$ cat src/rtl/exec_pkg.sv
package exec_pkg;

  localparam int DATA_W     = 8;
  localparam int OFFSET_W   = 7;
  localparam int IO_ADDR_W  = 5;
  localparam int BIT_IDX_W  = 3;
  localparam int PC_W_DEF   = 12;
  localparam int AV_ADDR_W  = 4;
  localparam int AV_DATA_W  = 32;

  // Status register bit positions
  localparam logic [BIT_IDX_W-1:0] FLAG_C = 3'h0;
  localparam logic [BIT_IDX_W-1:0] FLAG_Z = 3'h1;
  localparam logic [BIT_IDX_W-1:0] FLAG_N = 3'h2;
  localparam logic [BIT_IDX_W-1:0] FLAG_V = 3'h3;
  localparam logic [BIT_IDX_W-1:0] FLAG_S = 3'h4;
  localparam logic [BIT_IDX_W-1:0] FLAG_H = 3'h5;
  localparam logic [BIT_IDX_W-1:0] FLAG_T = 3'h6;
  localparam logic [BIT_IDX_W-1:0] FLAG_I = 3'h7;

  localparam logic [DATA_W-1:0] STATUS_RST = 8'h00;

  // Bus byte addresses
  localparam logic [AV_ADDR_W-1:0] ADDR_STATUS = 4'h0;
  localparam logic [AV_ADDR_W-1:0] ADDR_PC     = 4'h4;

  typedef enum logic [3:0] {
    op_nop                 = 4'b0000,
    op_branch_flag_set     = 4'b0001,
    op_branch_flag_clear   = 4'b0010,
    op_branch_signed_ge    = 4'b0011,
    op_branch_signed_lt    = 4'b0100,
    op_io_bit_set          = 4'b0101,
    op_io_bit_clear        = 4'b0110,
    op_shift_left_logical  = 4'b0111,
    op_rotate_left_carry   = 4'b1000,
    op_shift_right_logical = 4'b1001,
    op_rotate_right_carry  = 4'b1010,
    op_shift_right_arith   = 4'b1011,
    op_flag_set_indexed    = 4'b1100,
    op_flag_clear_indexed  = 4'b1101,
    op_bit_to_tflag        = 4'b1110,
    op_tflag_to_bit        = 4'b1111
  } op_type;

  typedef enum logic [1:0] {
    st_idle    = 2'b00,
    st_branch  = 2'b01,
    st_io_read = 2'b10
  } phase_type;

endpackage

$ cat src/rtl/branch_bit_flag_exec.sv
// What this block does
// - Taken branch: pc plus offset plus one, two cycles
// - Carry and negative branches test C or N
// - Signed branches test N xor V
// - Half-carry branch pair tests H
// - T flag branch pair tests T
// - Overflow branch pair tests V
// - Interrupt-enable branch pair; branches keep flags
// - I/O bit set/clear, two cycles, flags kept
// - Left shifts/rotate, one cycle, Z C N V
// - Right shifts/rotate/arith, one cycle, Z C N V
// - Bit to T, T to bit, one cycle
// - Indexed flag set/clear, each own flag only
//
// Local design decisions: the placing of the registers and the Avalon-MM slave port.
`timescale 1ns/10ps
module branch_bit_flag_exec
  import exec_pkg::*;
#(
  parameter int PC_W = exec_pkg::PC_W_DEF
)
(
  input  wire logic                              mclk,
  input  wire logic                              rstn,
  input  wire logic                              instr_valid,
  output logic                                   instr_ready,
  input  wire exec_pkg::op_type                  instr_op,
  input  wire logic [exec_pkg::OFFSET_W-1:0]     instr_offset,
  input  wire logic [exec_pkg::BIT_IDX_W-1:0]    instr_index,
  input  wire logic [exec_pkg::IO_ADDR_W-1:0]    instr_io_addr,
  input  wire logic [exec_pkg::DATA_W-1:0]       instr_rd_val,
  output logic                                   reg_we,
  output logic [exec_pkg::DATA_W-1:0]            reg_wdata,
  output logic                                   io_re,
  output logic                                   io_we,
  output logic [exec_pkg::IO_ADDR_W-1:0]         io_addr,
  output logic [exec_pkg::DATA_W-1:0]            io_wdata,
  input  wire logic [exec_pkg::DATA_W-1:0]       io_rd_data,
  output logic [PC_W-1:0]                        pc,
  output logic [exec_pkg::DATA_W-1:0]            status,
  input  wire logic [exec_pkg::AV_ADDR_W-1:0]    avs_address,
  input  wire logic                              avs_read,
  input  wire logic                              avs_write,
  input  wire logic [exec_pkg::AV_DATA_W-1:0]    avs_writedata,
  output logic [exec_pkg::AV_DATA_W-1:0]         avs_readdata,
  output logic                                   avs_waitrequest
);
  import exec_pkg::*;

  typedef struct packed {
    phase_type               phase;
    logic [PC_W-1:0]         pc;
    logic [DATA_W-1:0]       status;
    logic                    ready;
    logic                    reg_we;
    logic [DATA_W-1:0]       reg_wdata;
    logic                    io_re;
    logic                    io_we;
    logic [IO_ADDR_W-1:0]    io_addr;
    logic [BIT_IDX_W-1:0]    io_bit;
    logic                    io_set;
    logic [DATA_W-1:0]       io_wdata;
    logic                    waitreq;
    logic [AV_DATA_W-1:0]    readdata;
  } state_type;

  localparam state_type STATE_RST = '{
    phase:     st_idle,
    pc:        '0,
    status:    STATUS_RST,
    ready:     1'b1,
    reg_we:    1'b0,
    reg_wdata: '0,
    io_re:     1'b0,
    io_we:     1'b0,
    io_addr:   '0,
    io_bit:    '0,
    io_set:    1'b0,
    io_wdata:  '0,
    waitreq:   1'b1,
    readdata:  '0
  };
  localparam logic [PC_W-1:0] PC_ONE = PC_W'(1);

  state_type              q;
  state_type              d;
  logic                   accept;
  logic                   br_cond;
  logic                   bus_wr;
  logic [PC_W-1:0]        offset_ext;
  logic [PC_W-1:0]        pc_next_seq;
  logic [PC_W-1:0]        pc_branch;
  logic [DATA_W-1:0]      sh_dout;
  logic                   sh_c;
  logic                   sh_z;
  logic                   sh_n;
  logic                   sh_v;

  assign accept      = instr_valid && q.ready;
  assign bus_wr      = avs_write && !q.waitreq;
  assign offset_ext  = PC_W'($signed(instr_offset));
  assign pc_next_seq = q.pc + PC_ONE;
  assign pc_branch   = q.pc + offset_ext + PC_ONE;

  shift_unit u_shift (
    .op        (instr_op),
    .din       (instr_rd_val),
    .carry_in  (q.status[FLAG_C]),
    .dout      (sh_dout),
    .carry_out (sh_c),
    .zero_out  (sh_z),
    .neg_out   (sh_n),
    .ovf_out   (sh_v)
  );

  // Generic flag test covers the carry, minus, H, T, V and I pairs
  always_comb
  begin
    case (instr_op)
      op_branch_flag_set:   br_cond = q.status[instr_index];
      op_branch_flag_clear: br_cond = !q.status[instr_index];
      op_branch_signed_ge:  br_cond = !(q.status[FLAG_N] ^ q.status[FLAG_V]);
      op_branch_signed_lt:  br_cond = q.status[FLAG_N] ^ q.status[FLAG_V];
      default:              br_cond = 1'b0;
    endcase
  end

  always_comb
  begin
    d        = q;
    d.reg_we = 1'b0;
    d.io_re  = 1'b0;
    d.io_we  = 1'b0;
    case (q.phase)
      st_idle:
      begin
        if (accept)
        begin
          d.pc = pc_next_seq;
          case (instr_op)
            op_branch_flag_set, op_branch_flag_clear,
            op_branch_signed_ge, op_branch_signed_lt:
            begin
              // Status untouched on every branch path
              if (br_cond)
              begin
                d.pc    = pc_branch;
                d.ready = 1'b0;
                d.phase = st_branch;
              end
            end
            op_io_bit_set, op_io_bit_clear:
            begin
              d.io_re   = 1'b1;
              d.io_addr = instr_io_addr;
              d.io_bit  = instr_index;
              d.io_set  = (instr_op == op_io_bit_set);
              d.ready   = 1'b0;
              d.phase   = st_io_read;
            end
            op_shift_left_logical, op_rotate_left_carry,
            op_shift_right_logical, op_rotate_right_carry, op_shift_right_arith:
            begin
              d.reg_we         = 1'b1;
              d.reg_wdata      = sh_dout;
              d.status[FLAG_C] = sh_c;
              d.status[FLAG_Z] = sh_z;
              d.status[FLAG_N] = sh_n;
              d.status[FLAG_V] = sh_v;
            end
            op_flag_set_indexed:
              d.status[instr_index] = 1'b1;
            op_flag_clear_indexed:
              d.status[instr_index] = 1'b0;
            op_bit_to_tflag:
              d.status[FLAG_T] = instr_rd_val[instr_index];
            op_tflag_to_bit:
            begin
              d.reg_we                 = 1'b1;
              d.reg_wdata              = instr_rd_val;
              d.reg_wdata[instr_index] = q.status[FLAG_T];
            end
            default:
            begin
              d.pc = pc_next_seq;
            end
          endcase
        end
      end
      st_branch:
      begin
        d.ready = 1'b1;
        d.phase = st_idle;
      end
      st_io_read:
      begin
        // Other bits are written back as read, so write-one-to-clear flags nearby that read 1 get cleared
        d.io_we            = 1'b1;
        d.io_wdata         = io_rd_data;
        d.io_wdata[q.io_bit] = q.io_set;
        d.ready            = 1'b1;
        d.phase            = st_idle;
      end
      default:
      begin
        d.ready = 1'b1;
        d.phase = st_idle;
      end
    endcase

    // One wait state per access keeps the read mux off the bus path
    if (!q.waitreq)
    begin
      d.waitreq = 1'b1;
    end
    else if (avs_read || avs_write)
    begin
      d.waitreq = 1'b0;
      case (avs_address)
        ADDR_STATUS: d.readdata = AV_DATA_W'(q.status);
        ADDR_PC:     d.readdata = AV_DATA_W'(q.pc);
        default:     d.readdata = '0;
      endcase
    end
    // Software write overrides the instruction in the same cycle
    if (bus_wr)
    begin
      case (avs_address)
        ADDR_STATUS: d.status = avs_writedata[DATA_W-1:0];
        ADDR_PC:     d.pc = avs_writedata[PC_W-1:0];
        default:     d.status = d.status;
      endcase
    end
  end

  always_ff @(posedge mclk or negedge rstn)
  begin
    if (!rstn)
      q <= STATE_RST;
    else
      q <= d;
  end

  assign instr_ready     = q.ready;
  assign reg_we          = q.reg_we;
  assign reg_wdata       = q.reg_wdata;
  assign io_re           = q.io_re;
  assign io_we           = q.io_we;
  assign io_addr         = q.io_addr;
  assign io_wdata        = q.io_wdata;
  assign pc              = q.pc;
  assign status          = q.status;
  assign avs_readdata    = q.readdata;
  assign avs_waitrequest = q.waitreq;

  logic is_branch;
  logic is_shift;
  assign is_branch = (instr_op inside {op_branch_flag_set, op_branch_flag_clear,
                                       op_branch_signed_ge, op_branch_signed_lt});
  assign is_shift  = (instr_op inside {op_shift_left_logical, op_rotate_left_carry,
                      op_shift_right_logical, op_rotate_right_carry, op_shift_right_arith});
endmodule

$ cat src/rtl/shift_unit.sv
`timescale 1ns/10ps
module shift_unit
  import exec_pkg::*;
(
  input  wire exec_pkg::op_type      op,
  input  wire logic [exec_pkg::DATA_W-1:0] din,
  input  wire logic                  carry_in,
  output logic [exec_pkg::DATA_W-1:0] dout,
  output logic                       carry_out,
  output logic                       zero_out,
  output logic                       neg_out,
  output logic                       ovf_out
);
  import exec_pkg::*;

  always_comb
  begin
    dout      = din;
    carry_out = carry_in;
    case (op)
      op_shift_left_logical:
      begin
        dout      = {din[DATA_W-2:0], 1'b0};
        carry_out = din[DATA_W-1];
      end
      op_rotate_left_carry:
      begin
        dout      = {din[DATA_W-2:0], carry_in};
        carry_out = din[DATA_W-1];
      end
      op_shift_right_logical:
      begin
        dout      = {1'b0, din[DATA_W-1:1]};
        carry_out = din[0];
      end
      op_rotate_right_carry:
      begin
        dout      = {carry_in, din[DATA_W-1:1]};
        carry_out = din[0];
      end
      op_shift_right_arith:
      begin
        dout      = {din[DATA_W-1], din[DATA_W-1:1]};
        carry_out = din[0];
      end
      default:
      begin
        dout      = din;
        carry_out = carry_in;
      end
    endcase
    zero_out = (dout == '0);
    neg_out  = dout[DATA_W-1];
    // Overflow follows sign versus carry out, as for any shift
    ovf_out  = neg_out ^ carry_out;
  end

endmodule

$ cat config.mk
export PLATFORM = sky130hd
export DESIGN_NAME = branch_bit_flag_exec
export DESIGN_NICKNAME = d
export VERILOG_FILES = /design/src/rtl/exec_pkg.sv /design/src/rtl/branch_bit_flag_exec.sv /design/src/rtl/shift_unit.sv
export SDC_FILE = /design/constraint.sdc
export NUM_CORES = 1
export LEC_CHECK = 0
export ABC_CLOCK_PERIOD_IN_PS = 2600
export BUFFER_PORTS_ARGS = -buffer_cell sky130_fd_sc_hd__buf_2
export CORE_MARGIN = 2
export CORE_UTILIZATION = 35
export DETAILED_ROUTE_END_ITERATION = 6
export SYNTH_ARGS = -nofsm -noshare
export SYNTH_HDL_FRONTEND = slang
export SYNTH_SLANG_ARGS = --single-unit
$ cat constraint.sdc
create_clock -name mclk -period 2.6 [get_ports mclk]
set_input_delay 0 -clock mclk [delete_from_list [all_inputs] [get_ports mclk]]
set_output_delay 0 -clock mclk [all_outputs]
set_load 0.01 [all_outputs]
==> reports/metrics.csv, run 1 <==
stage;metric;value;unit
critical_path;critical_path_arrival;2.56;ns
routing;num_vias;4768;
cells_and_area;multiInputGateArea;2740;um2
routing;wl_per_cell;16.22;um
power_and_ir_drop;p_sw_share;40.90;%
critical_path;critPathMaxFanout;7;
power_and_ir_drop;pwr-share-seq;33.6;%
sta;fmax;424.8;MHz
global_route;grt_pass1_vias;4401;
run_status;outcome;complete, no violations;
sta;fin_tns_setup;0;ns
floorplan;design.core.area;13930;um2
cells_and_area;synthToLayoutAreaGrowth;18.10;%
yosys;synth.area.mux_share;4.488;%
clocking;cts_buffers;9;
placed_design;preCtsSetupSlack;0.2050;ns
yosys;synth-async-reset-ratio;100.0;%
floorplan;fp-row-count;43;
yosys;yosys.area_share.simple;19.85;%
clocking;clk_pin_slew_worst_paths;0.06;ns
sta;maxSlewViolCount;0;
cells_and_area;fillers;1393;
global_route;grt_usage;18.69;%
placed_design;dpl.hpwl;10.36;mm
power_and_ir_drop;power.share.clock;22.0;%
sta;hold_viol;0;
cells_and_area;fin_area;5927;um2
sta;finClkSkew;0.008713;ns
routing;viasPerCell;5.381;
global_route;antenna_found_initial;0;
yosys;ys_seq_area_share;31.96;%
yosys;yosys_warnings;0;
yosys;syn_avg_cell_area;8.160;um2
sta;layout_setup_ws;0.2461;ns
cells_and_area;drive_gt1_share;24.22;%
yosys;synth_seq_cells;64;
floorplan;start_util;36.02;%
worst_hold_path;min_path_type;in2reg;
yosys;synth_ff_type;dfrtp_1;
global_route;grt_overflow;0;
global_route;grt_pass1_wl;22.32;mm
yosys;synthesis.area;5019;um2
clocking;cts.sinks;64;
yosys;synth_top_family_by_area;compound AO/OA/AOI/OAI gates;
cells_and_area;antenna_cells;0;
sta;worstMarginPinSlew;0.8158;ns
yosys;synth_compound_gate_area_share;22.51;%
power_and_ir_drop;p_leak;2.764;nW
placed_design;placed_area;5326;um2
power_and_ir_drop;comb_power_share;44.4;%
cells_and_area;nNetsFinal;790;
power_and_ir_drop;max-vdd-ir-drop;0.0003532;V
power_and_ir_drop;p_int;3.040;mW
job;drv_cap;0;
sta;slew-limit-headroom;45.62;%
routing;drtIter0Drc;427;
cells_and_area;seqCellArea;1604;um2
clocking;clock_path_buffers;2;
yosys;synthAdderAreaFrac;3.391;%
power_and_ir_drop;p_switching;2.103;mW
routing;drt_wl_total;14.37;mm
floorplan;fp.dieH;123.7;um
floorplan;die_w;123.7;um
sta;holdWs;0.01369;ns
routing;ant_nets;0;
critical_path;start_kind;flip-flop;
floorplan;die_area;15310;um2
critical_path;cp-end-kind;flip-flop;
placed_design;gp_congestion;0.9104;
critical_path;required;2.80;ns
routing;dr.pass1.iters;7;
clocking;tritoncts;done;
clocking;insertion_delay;0.34;ns
yosys;synth_edf_count;0;
global_route;grt_max_degree;65;
power_and_ir_drop;power.density;867.8;nW/um2
clocking;cts-root-buf;clkbuf_16;
critical_path;worstSetupPathType;reg2reg;
routing;drc;0;
yosys;synth_xor_area_share;2.792;%
sta;finalSetupViolations;0;
clocking;htreeDepth;3;
yosys;syn_inst;615;
placed_design;io_buffers;113;
sta;rsz0062_at_grt;no;
floorplan;io_pins;154;
sta;period_share;90.53;%
sta;final.min_clock_period;2.354;ns
yosys;synth.distinct_cells;65;
==> final cells by class <==
class / instances / share of cell area, %
Clock buffer: 10 / 4.032
Clock inverter: 6 / 0.7600
Inverter: 10 / 0.6333
Multi-Input combinational cell: 451 / 46.23
Sequential cell: 64 / 27.06
Tap cell: 180 / 3.800
Timing Repair Buffer: 165 / 17.48
==> power groups by stage <==
stage	logic (mW)	clock network, mW	registers [mW]
finish	2.28	1.13	1.73
global route	2.55	1.20	1.79
CTS	2.26	1.16	1.73
detailed placement	2.22	0	1.75
global placement	2.17	0	1.72
floorplan	1.93	0	1.60
==> flip-flops by register name, indices dropped and copies added (netlist names) <==
signal           flops
instr_ready          1
io_we                1
avs_waitrequest      1
io_re                1
status               8
reg_wdata            8
io_wdata             8
reg_we               1
q                    6
io_addr              5
avs_readdata        12
pc                  12
==> cell families (layout without fill, tap and decap cells) <==
logic type,count (synthesis),count (layout)
and+or+nand+nor,210,210
AOI/OAI and AO/OA,170,170
buffers and inverters,119,191
DFF,64,64
muxes,22,22
xor gates and xnor gates,16,16
adders and majority gates,13,13
other,1,20
==> path summary, 6_finish.rpt <==
| path | start | end | slack (ns) | cells past startpoint |
|---|---|---|---|---|
| worst max-delay path | pc[0] | pc[6] | 0.25 | 11 |
| max in group asynchronous | rstn | q[83] | 1.70 | 3 |
| worst max register to register | pc[0] | pc[6] | 0.25 | 11 |
| min in group asynchronous | rstn | io_wdata[1] | 0.38 | 3 |
| worst min-delay path | avs_writedata[6] | status[6] | 0.01 | 3 |
| worst min register to register | io_addr[0] | io_addr[0] | 0.48 | 2 |
==> cell usage in the layout, fill, tap and decap left out, types with 4 or more instances in the layout <==
master / instances
xnor2_1: 8
a21oi_1: 38
nand3_1: 20
nor2_1: 36
o211ai_1: 8
nor4_1: 4
nand2_1: 96
a31oi_1: 7
nor3b_1: 7
dfrtp_1: 62
nor2b_1: 4
clkbuf_16: 9
nor3_1: 9
inv_1: 9
buf_4: 24
nand2b_1: 4
a22o_1: 15
and3_1: 13
nand3b_1: 4
ha_1: 12
xor2_1: 8
dlygate4sd3_1: 27
o21a_1: 7
mux2i_1: 18
a22oi_1: 15
o21ai_0: 47
mux2_2: 4
buf_2: 113
conb_1: 20
==> stage by stage <==
step	util, %	power (mW)	cells
5_1_grt	42.53	5.537	886
3_3_place_gp	38.22	3.884	839
3_5_place_dp	38.22	3.966	839
2_1_floorplan	-	3.530	634
6_report	42.53	5.143	886
4_1_cts	42.20	5.143	882
==> routing by layer <==
layer  vias to the layer above  wire [um]  GRT usage (%)
met1                      2264       6344          24.94
li1                       2271          -              -
met4                         0        340          6.960
met3                        27       1086          4.991
met2                       206       6602          28.98
met5                         -          0              0
==> critical path, cell delays in order, from the launching register on <==
cell      delay [ns]
dfrtp_1         0.45
inv_1           0.10
ha_1            0.16
inv_1           0.06
fa_1            0.41
a21o_1          0.19
a21oi_2         0.20
o21bai_1        0.08
a21oi_1         0.17
xnor2_1         0.09
a211oi_2        0.21
o22ai_1         0.09
==> synthesized netlist by cell type, types with 5 or more instances <==
cell type	n	share of area, %
a21oi_1	39	3.9
a22o_1	15	2.6
a22oi_1	15	2.2
a31oi_1	7	0.87
and3_1	13	1.6
buf_2	5	0.50
buf_4	75	11
clkbuf_1	24	1.8
dfrtp_1	62	31
ha_1	12	3.0
inv_1	9	0.67
mux2i_1	18	3.6
nand2_1	96	7.2
nand3_1	20	2.0
nor2_1	36	2.7
nor3_1	9	0.90
nor3b_1	7	1.0
o211ai_1	8	1.2
o21a_1	7	1.0
o21ai_0	47	4.7
xnor2_1	8	1.4
xor2_1	8	1.4
==> repair_timing <==
action	4_1_cts	5_1_grt
gates resized for setup	0	1
endpoints found under the hold margin	95	0
endpoints found under the setup margin	0	4
buffers inserted	0	4
hold buffers	27	0
(Power assumes the default switching activity.)
==> run 2, diff against run 1 <==
--- a/config.mk
+++ b/config.mk
@@ -7,9 +7,13 @@
 export LEC_CHECK = 0
 export ABC_CLOCK_PERIOD_IN_PS = 2600
 export BUFFER_PORTS_ARGS = -buffer_cell sky130_fd_sc_hd__buf_2
+export CELL_PAD_IN_SITES_DETAIL_PLACEMENT = 1
+export CELL_PAD_IN_SITES_GLOBAL_PLACEMENT = 1
 export CORE_MARGIN = 2
-export CORE_UTILIZATION = 35
+export CORE_UTILIZATION = 38
+export CTS_CLUSTER_SIZE = 28
 export DETAILED_ROUTE_END_ITERATION = 6
+export PLACE_DENSITY_LB_ADDON = 0.1
 export SYNTH_ARGS = -nofsm -noshare
 export SYNTH_HDL_FRONTEND = slang
 export SYNTH_SLANG_ARGS = --single-unit
==> reports/metrics.csv, run 2 (synthesis gave the netlist of run 1 again) <==
stage;metric;value;unit;change
floorplan;design.core.area;12770;um2;was 13930 um2
critical_path;required;2.80;ns;about the same
sta;period_share;91.08;%;was 90.53%
cells_and_area;synthToLayoutAreaGrowth;18.77;%;was 18.10%
run_status;outcome;complete, no violations;;unchanged
critical_path;start_kind;flip-flop;;unchanged
power_and_ir_drop;power.total;5.325;mW;was 5.143 mW
global_route;grt_overflow;0;;unchanged
clocking;cts.sinks;64;;unchanged
critical_path;crit_chain;nor4bb_2 -> a211oi_2 -> o211ai_1 -> a31oi_4 -> buf_4 -> nor2_1 -> a21oi_1 -> o21ai_0;;was inv_1 -> ha_1 -> inv_1 -> fa_1 -> a21o_1 -> a21oi_2 -> o21bai_1 -> a21oi_1 -> xnor2_1 -> a211oi_2 -> o22ai_1
sta;layout_setup_ws;0.2319;ns;was 0.2461 ns
global_route;grt_pass1_wl;24.98;mm;was 22.32 mm
clocking;clk_pin_slew_worst_paths;0.05;ns;was 0.06 ns
cells_and_area;drive_gt1_share;24.22;%;unchanged
routing;drtIter0Drc;226;;was 427
placed_design;io_buffers;113;;unchanged
global_route;grt_pass1_vias;4850;;was 4401
sta;fmax;422.3;MHz;was 424.8 MHz
routing;ant_nets;0;;unchanged
floorplan;start_util;39.29;%;was 36.02%
cells_and_area;mostFrequentLayoutCell;buf_2;;unchanged
clocking;htreeDepth;3;;unchanged
critical_path;critPathMaxStageDelay;0.59;ns;was 0.45 ns
clocking;clock_path_buffers;2;;unchanged
routing;drt_wl_total;15.29;mm;was 14.37 mm
sta;rsz0062_at_grt;no;;unchanged
floorplan;fp-row-count;41;;was 43
clocking;insertion_delay;0.33;ns;was 0.34 ns
routing;drc;0;;unchanged
power_and_ir_drop;max-vdd-ir-drop;0.0003419;V;was 0.0003532 V
sta;hold_viol;0;;unchanged
placed_design;preCtsSetupSlack;0.2576;ns;was 0.2050 ns
sta;final.min_clock_period;2.368;ns;was 2.354 ns
clocking;postCtsHoldBufs;26;;was 27
floorplan;fp.dieH;118.9;um;was 123.7 um
sta;worstMarginPinSlew;0.6243;ns;was 0.8158 ns
clocking;postCtsSetupRepairBufs;0;;unchanged
sta;finalSetupViolations;0;;unchanged
cells_and_area;final_cell_mix;buf_2, nand2_1, dfrtp_1;;unchanged
placed_design;gp_congestion;0.8847;;was 0.9104
routing;num_vias;4721;;was 4768
clocking;cts_buffers;9;;unchanged
cells_and_area;antenna_cells;0;;unchanged
sta;slew-limit-headroom;58.38;%;was 45.62%
cells_and_area;nNetsFinal;790;;unchanged
sta;fin_tns_setup;0;ns;unchanged
floorplan;die_area;14140;um2;was 15310 um2
critical_path;worstSetupPathType;reg2reg;;unchanged
critical_path;cp-end-kind;flip-flop;;unchanged
routing;viasPerCell;5.377;;was 5.381
sta;finClkSkew;0.006744;ns;was 0.008713 ns
global_route;grt_usage;21.92;%;was 18.69%
floorplan;die_w;118.9;um;was 123.7 um
worst_hold_path;min_path_type;in2reg;;unchanged
clocking;tritoncts;done;;unchanged
job;drv_cap;0;;unchanged
power_and_ir_drop;power.density;893.3;nW/um2;was 867.8 nW/um2
global_route;grt_max_degree;59;;was 65
power_and_ir_drop;p_leak;2.795;nW;was 2.764 nW
placed_design;dpl.hpwl;11.34;mm;was 10.36 mm
routing;wl_per_cell;17.41;um;was 16.22 um
clocking;post_cts_resized;0;;unchanged
critical_path;slowest_stage;a31oi_4;;was dfrtp_1
routing;dr.pass1.iters;4;;was 7
sta;maxSlewViolCount;0;;unchanged
clocking;cts-root-buf;clkbuf_16;;unchanged
global_route;antenna_found_initial;0;;unchanged
floorplan;io_pins;154;;unchanged
critical_path;critical_path_arrival;2.57;ns;was 2.56 ns
critical_path;critPathMaxFanout;18;;was 7
## run 2: cell types whose count changed in the layout (fill, tap and decap cells not counted)
cell / change
dlygate4sd3_1: -1
clkinvlp_4: -3
clkbuf_8: -1
a21oi_2: -1
clkinv_2: +1
a21oi_1: +1
clkinv_4: +1
buf_12: +1
bufinv_16: +2
## run 2: area by class of cell
type | instances | area, um2
Clock inverter | 7 | 96.34
Tap cell | 172 | 215.2
Timing Repair Buffer | 165 | 1046
Multi-Input combinational cell | 451 | 2736
Clock buffer | 9 | 225.2
Inverter | 10 | 37.54
Fill cell | 1573 | 6813
Sequential cell | 64 | 1604
## run 2: per-stage QoR
step / cells / cell area [um2] / utilization [%] / hold slack (ns)
global placement: 836 / 5379 / 42.11 / -0.1531
CTS: 878 / 5961 / 46.66 / 0.01460
finish: 878 / 5961 / 46.66 / 0.02407
global route: 878 / 5961 / 46.66 / 0.02414
detailed placement: 836 / 5379 / 42.11 / -0.1534
floorplan: 634 / 5090 / - / -0.2956
## run 2: report_power, final
| group | switching, mW | internal, mW | total [mW] |
|---|---|---|---|
| sequential | 0.338 | 1.34 | 1.68 |
| combinational | 1.31 | 1.04 | 2.35 |
| clock | 0.453 | 0.840 | 1.29 |
| total | 2.10 | 3.22 | 5.32 |
## run 2: worst max-delay path, delay by kind of cell, from the launching register on
family	cells	cell delay (ns)
AND/OR/NAND/NOR	2	0.24
AO/OA/AOI/OAI	5	1.32
flip-flops	1	0.40
buffers and inverters	1	0.27
## run 2: path summary, 6_finish.rpt
kind	cells past startpoint	endpoint	slack (ns)	start
setup / recovery	8	pc[9]	0.23	status[4]
hold / removal	3	status[6]	0.02	avs_writedata[6]
setup reg to reg	8	pc[9]	0.23	status[4]
hold reg to reg	2	avs_readdata[8]	0.47	avs_readdata[8]
max in group asynchronous	3	instr_ready	1.96	rstn
min in group asynchronous	2	avs_readdata[9]	0.04	rstn
## run 2: metal layers
metal | routed length, um | track usage, % | vias to the layer above
met1 | 7320 | 30.54 | 2325
li1 | - | - | 2269
met4 | 172 | 5.432 | 0
met5 | 0 | 0 | -
met2 | 7225 | 35.70 | 115
met3 | 571 | 3.257 | 12
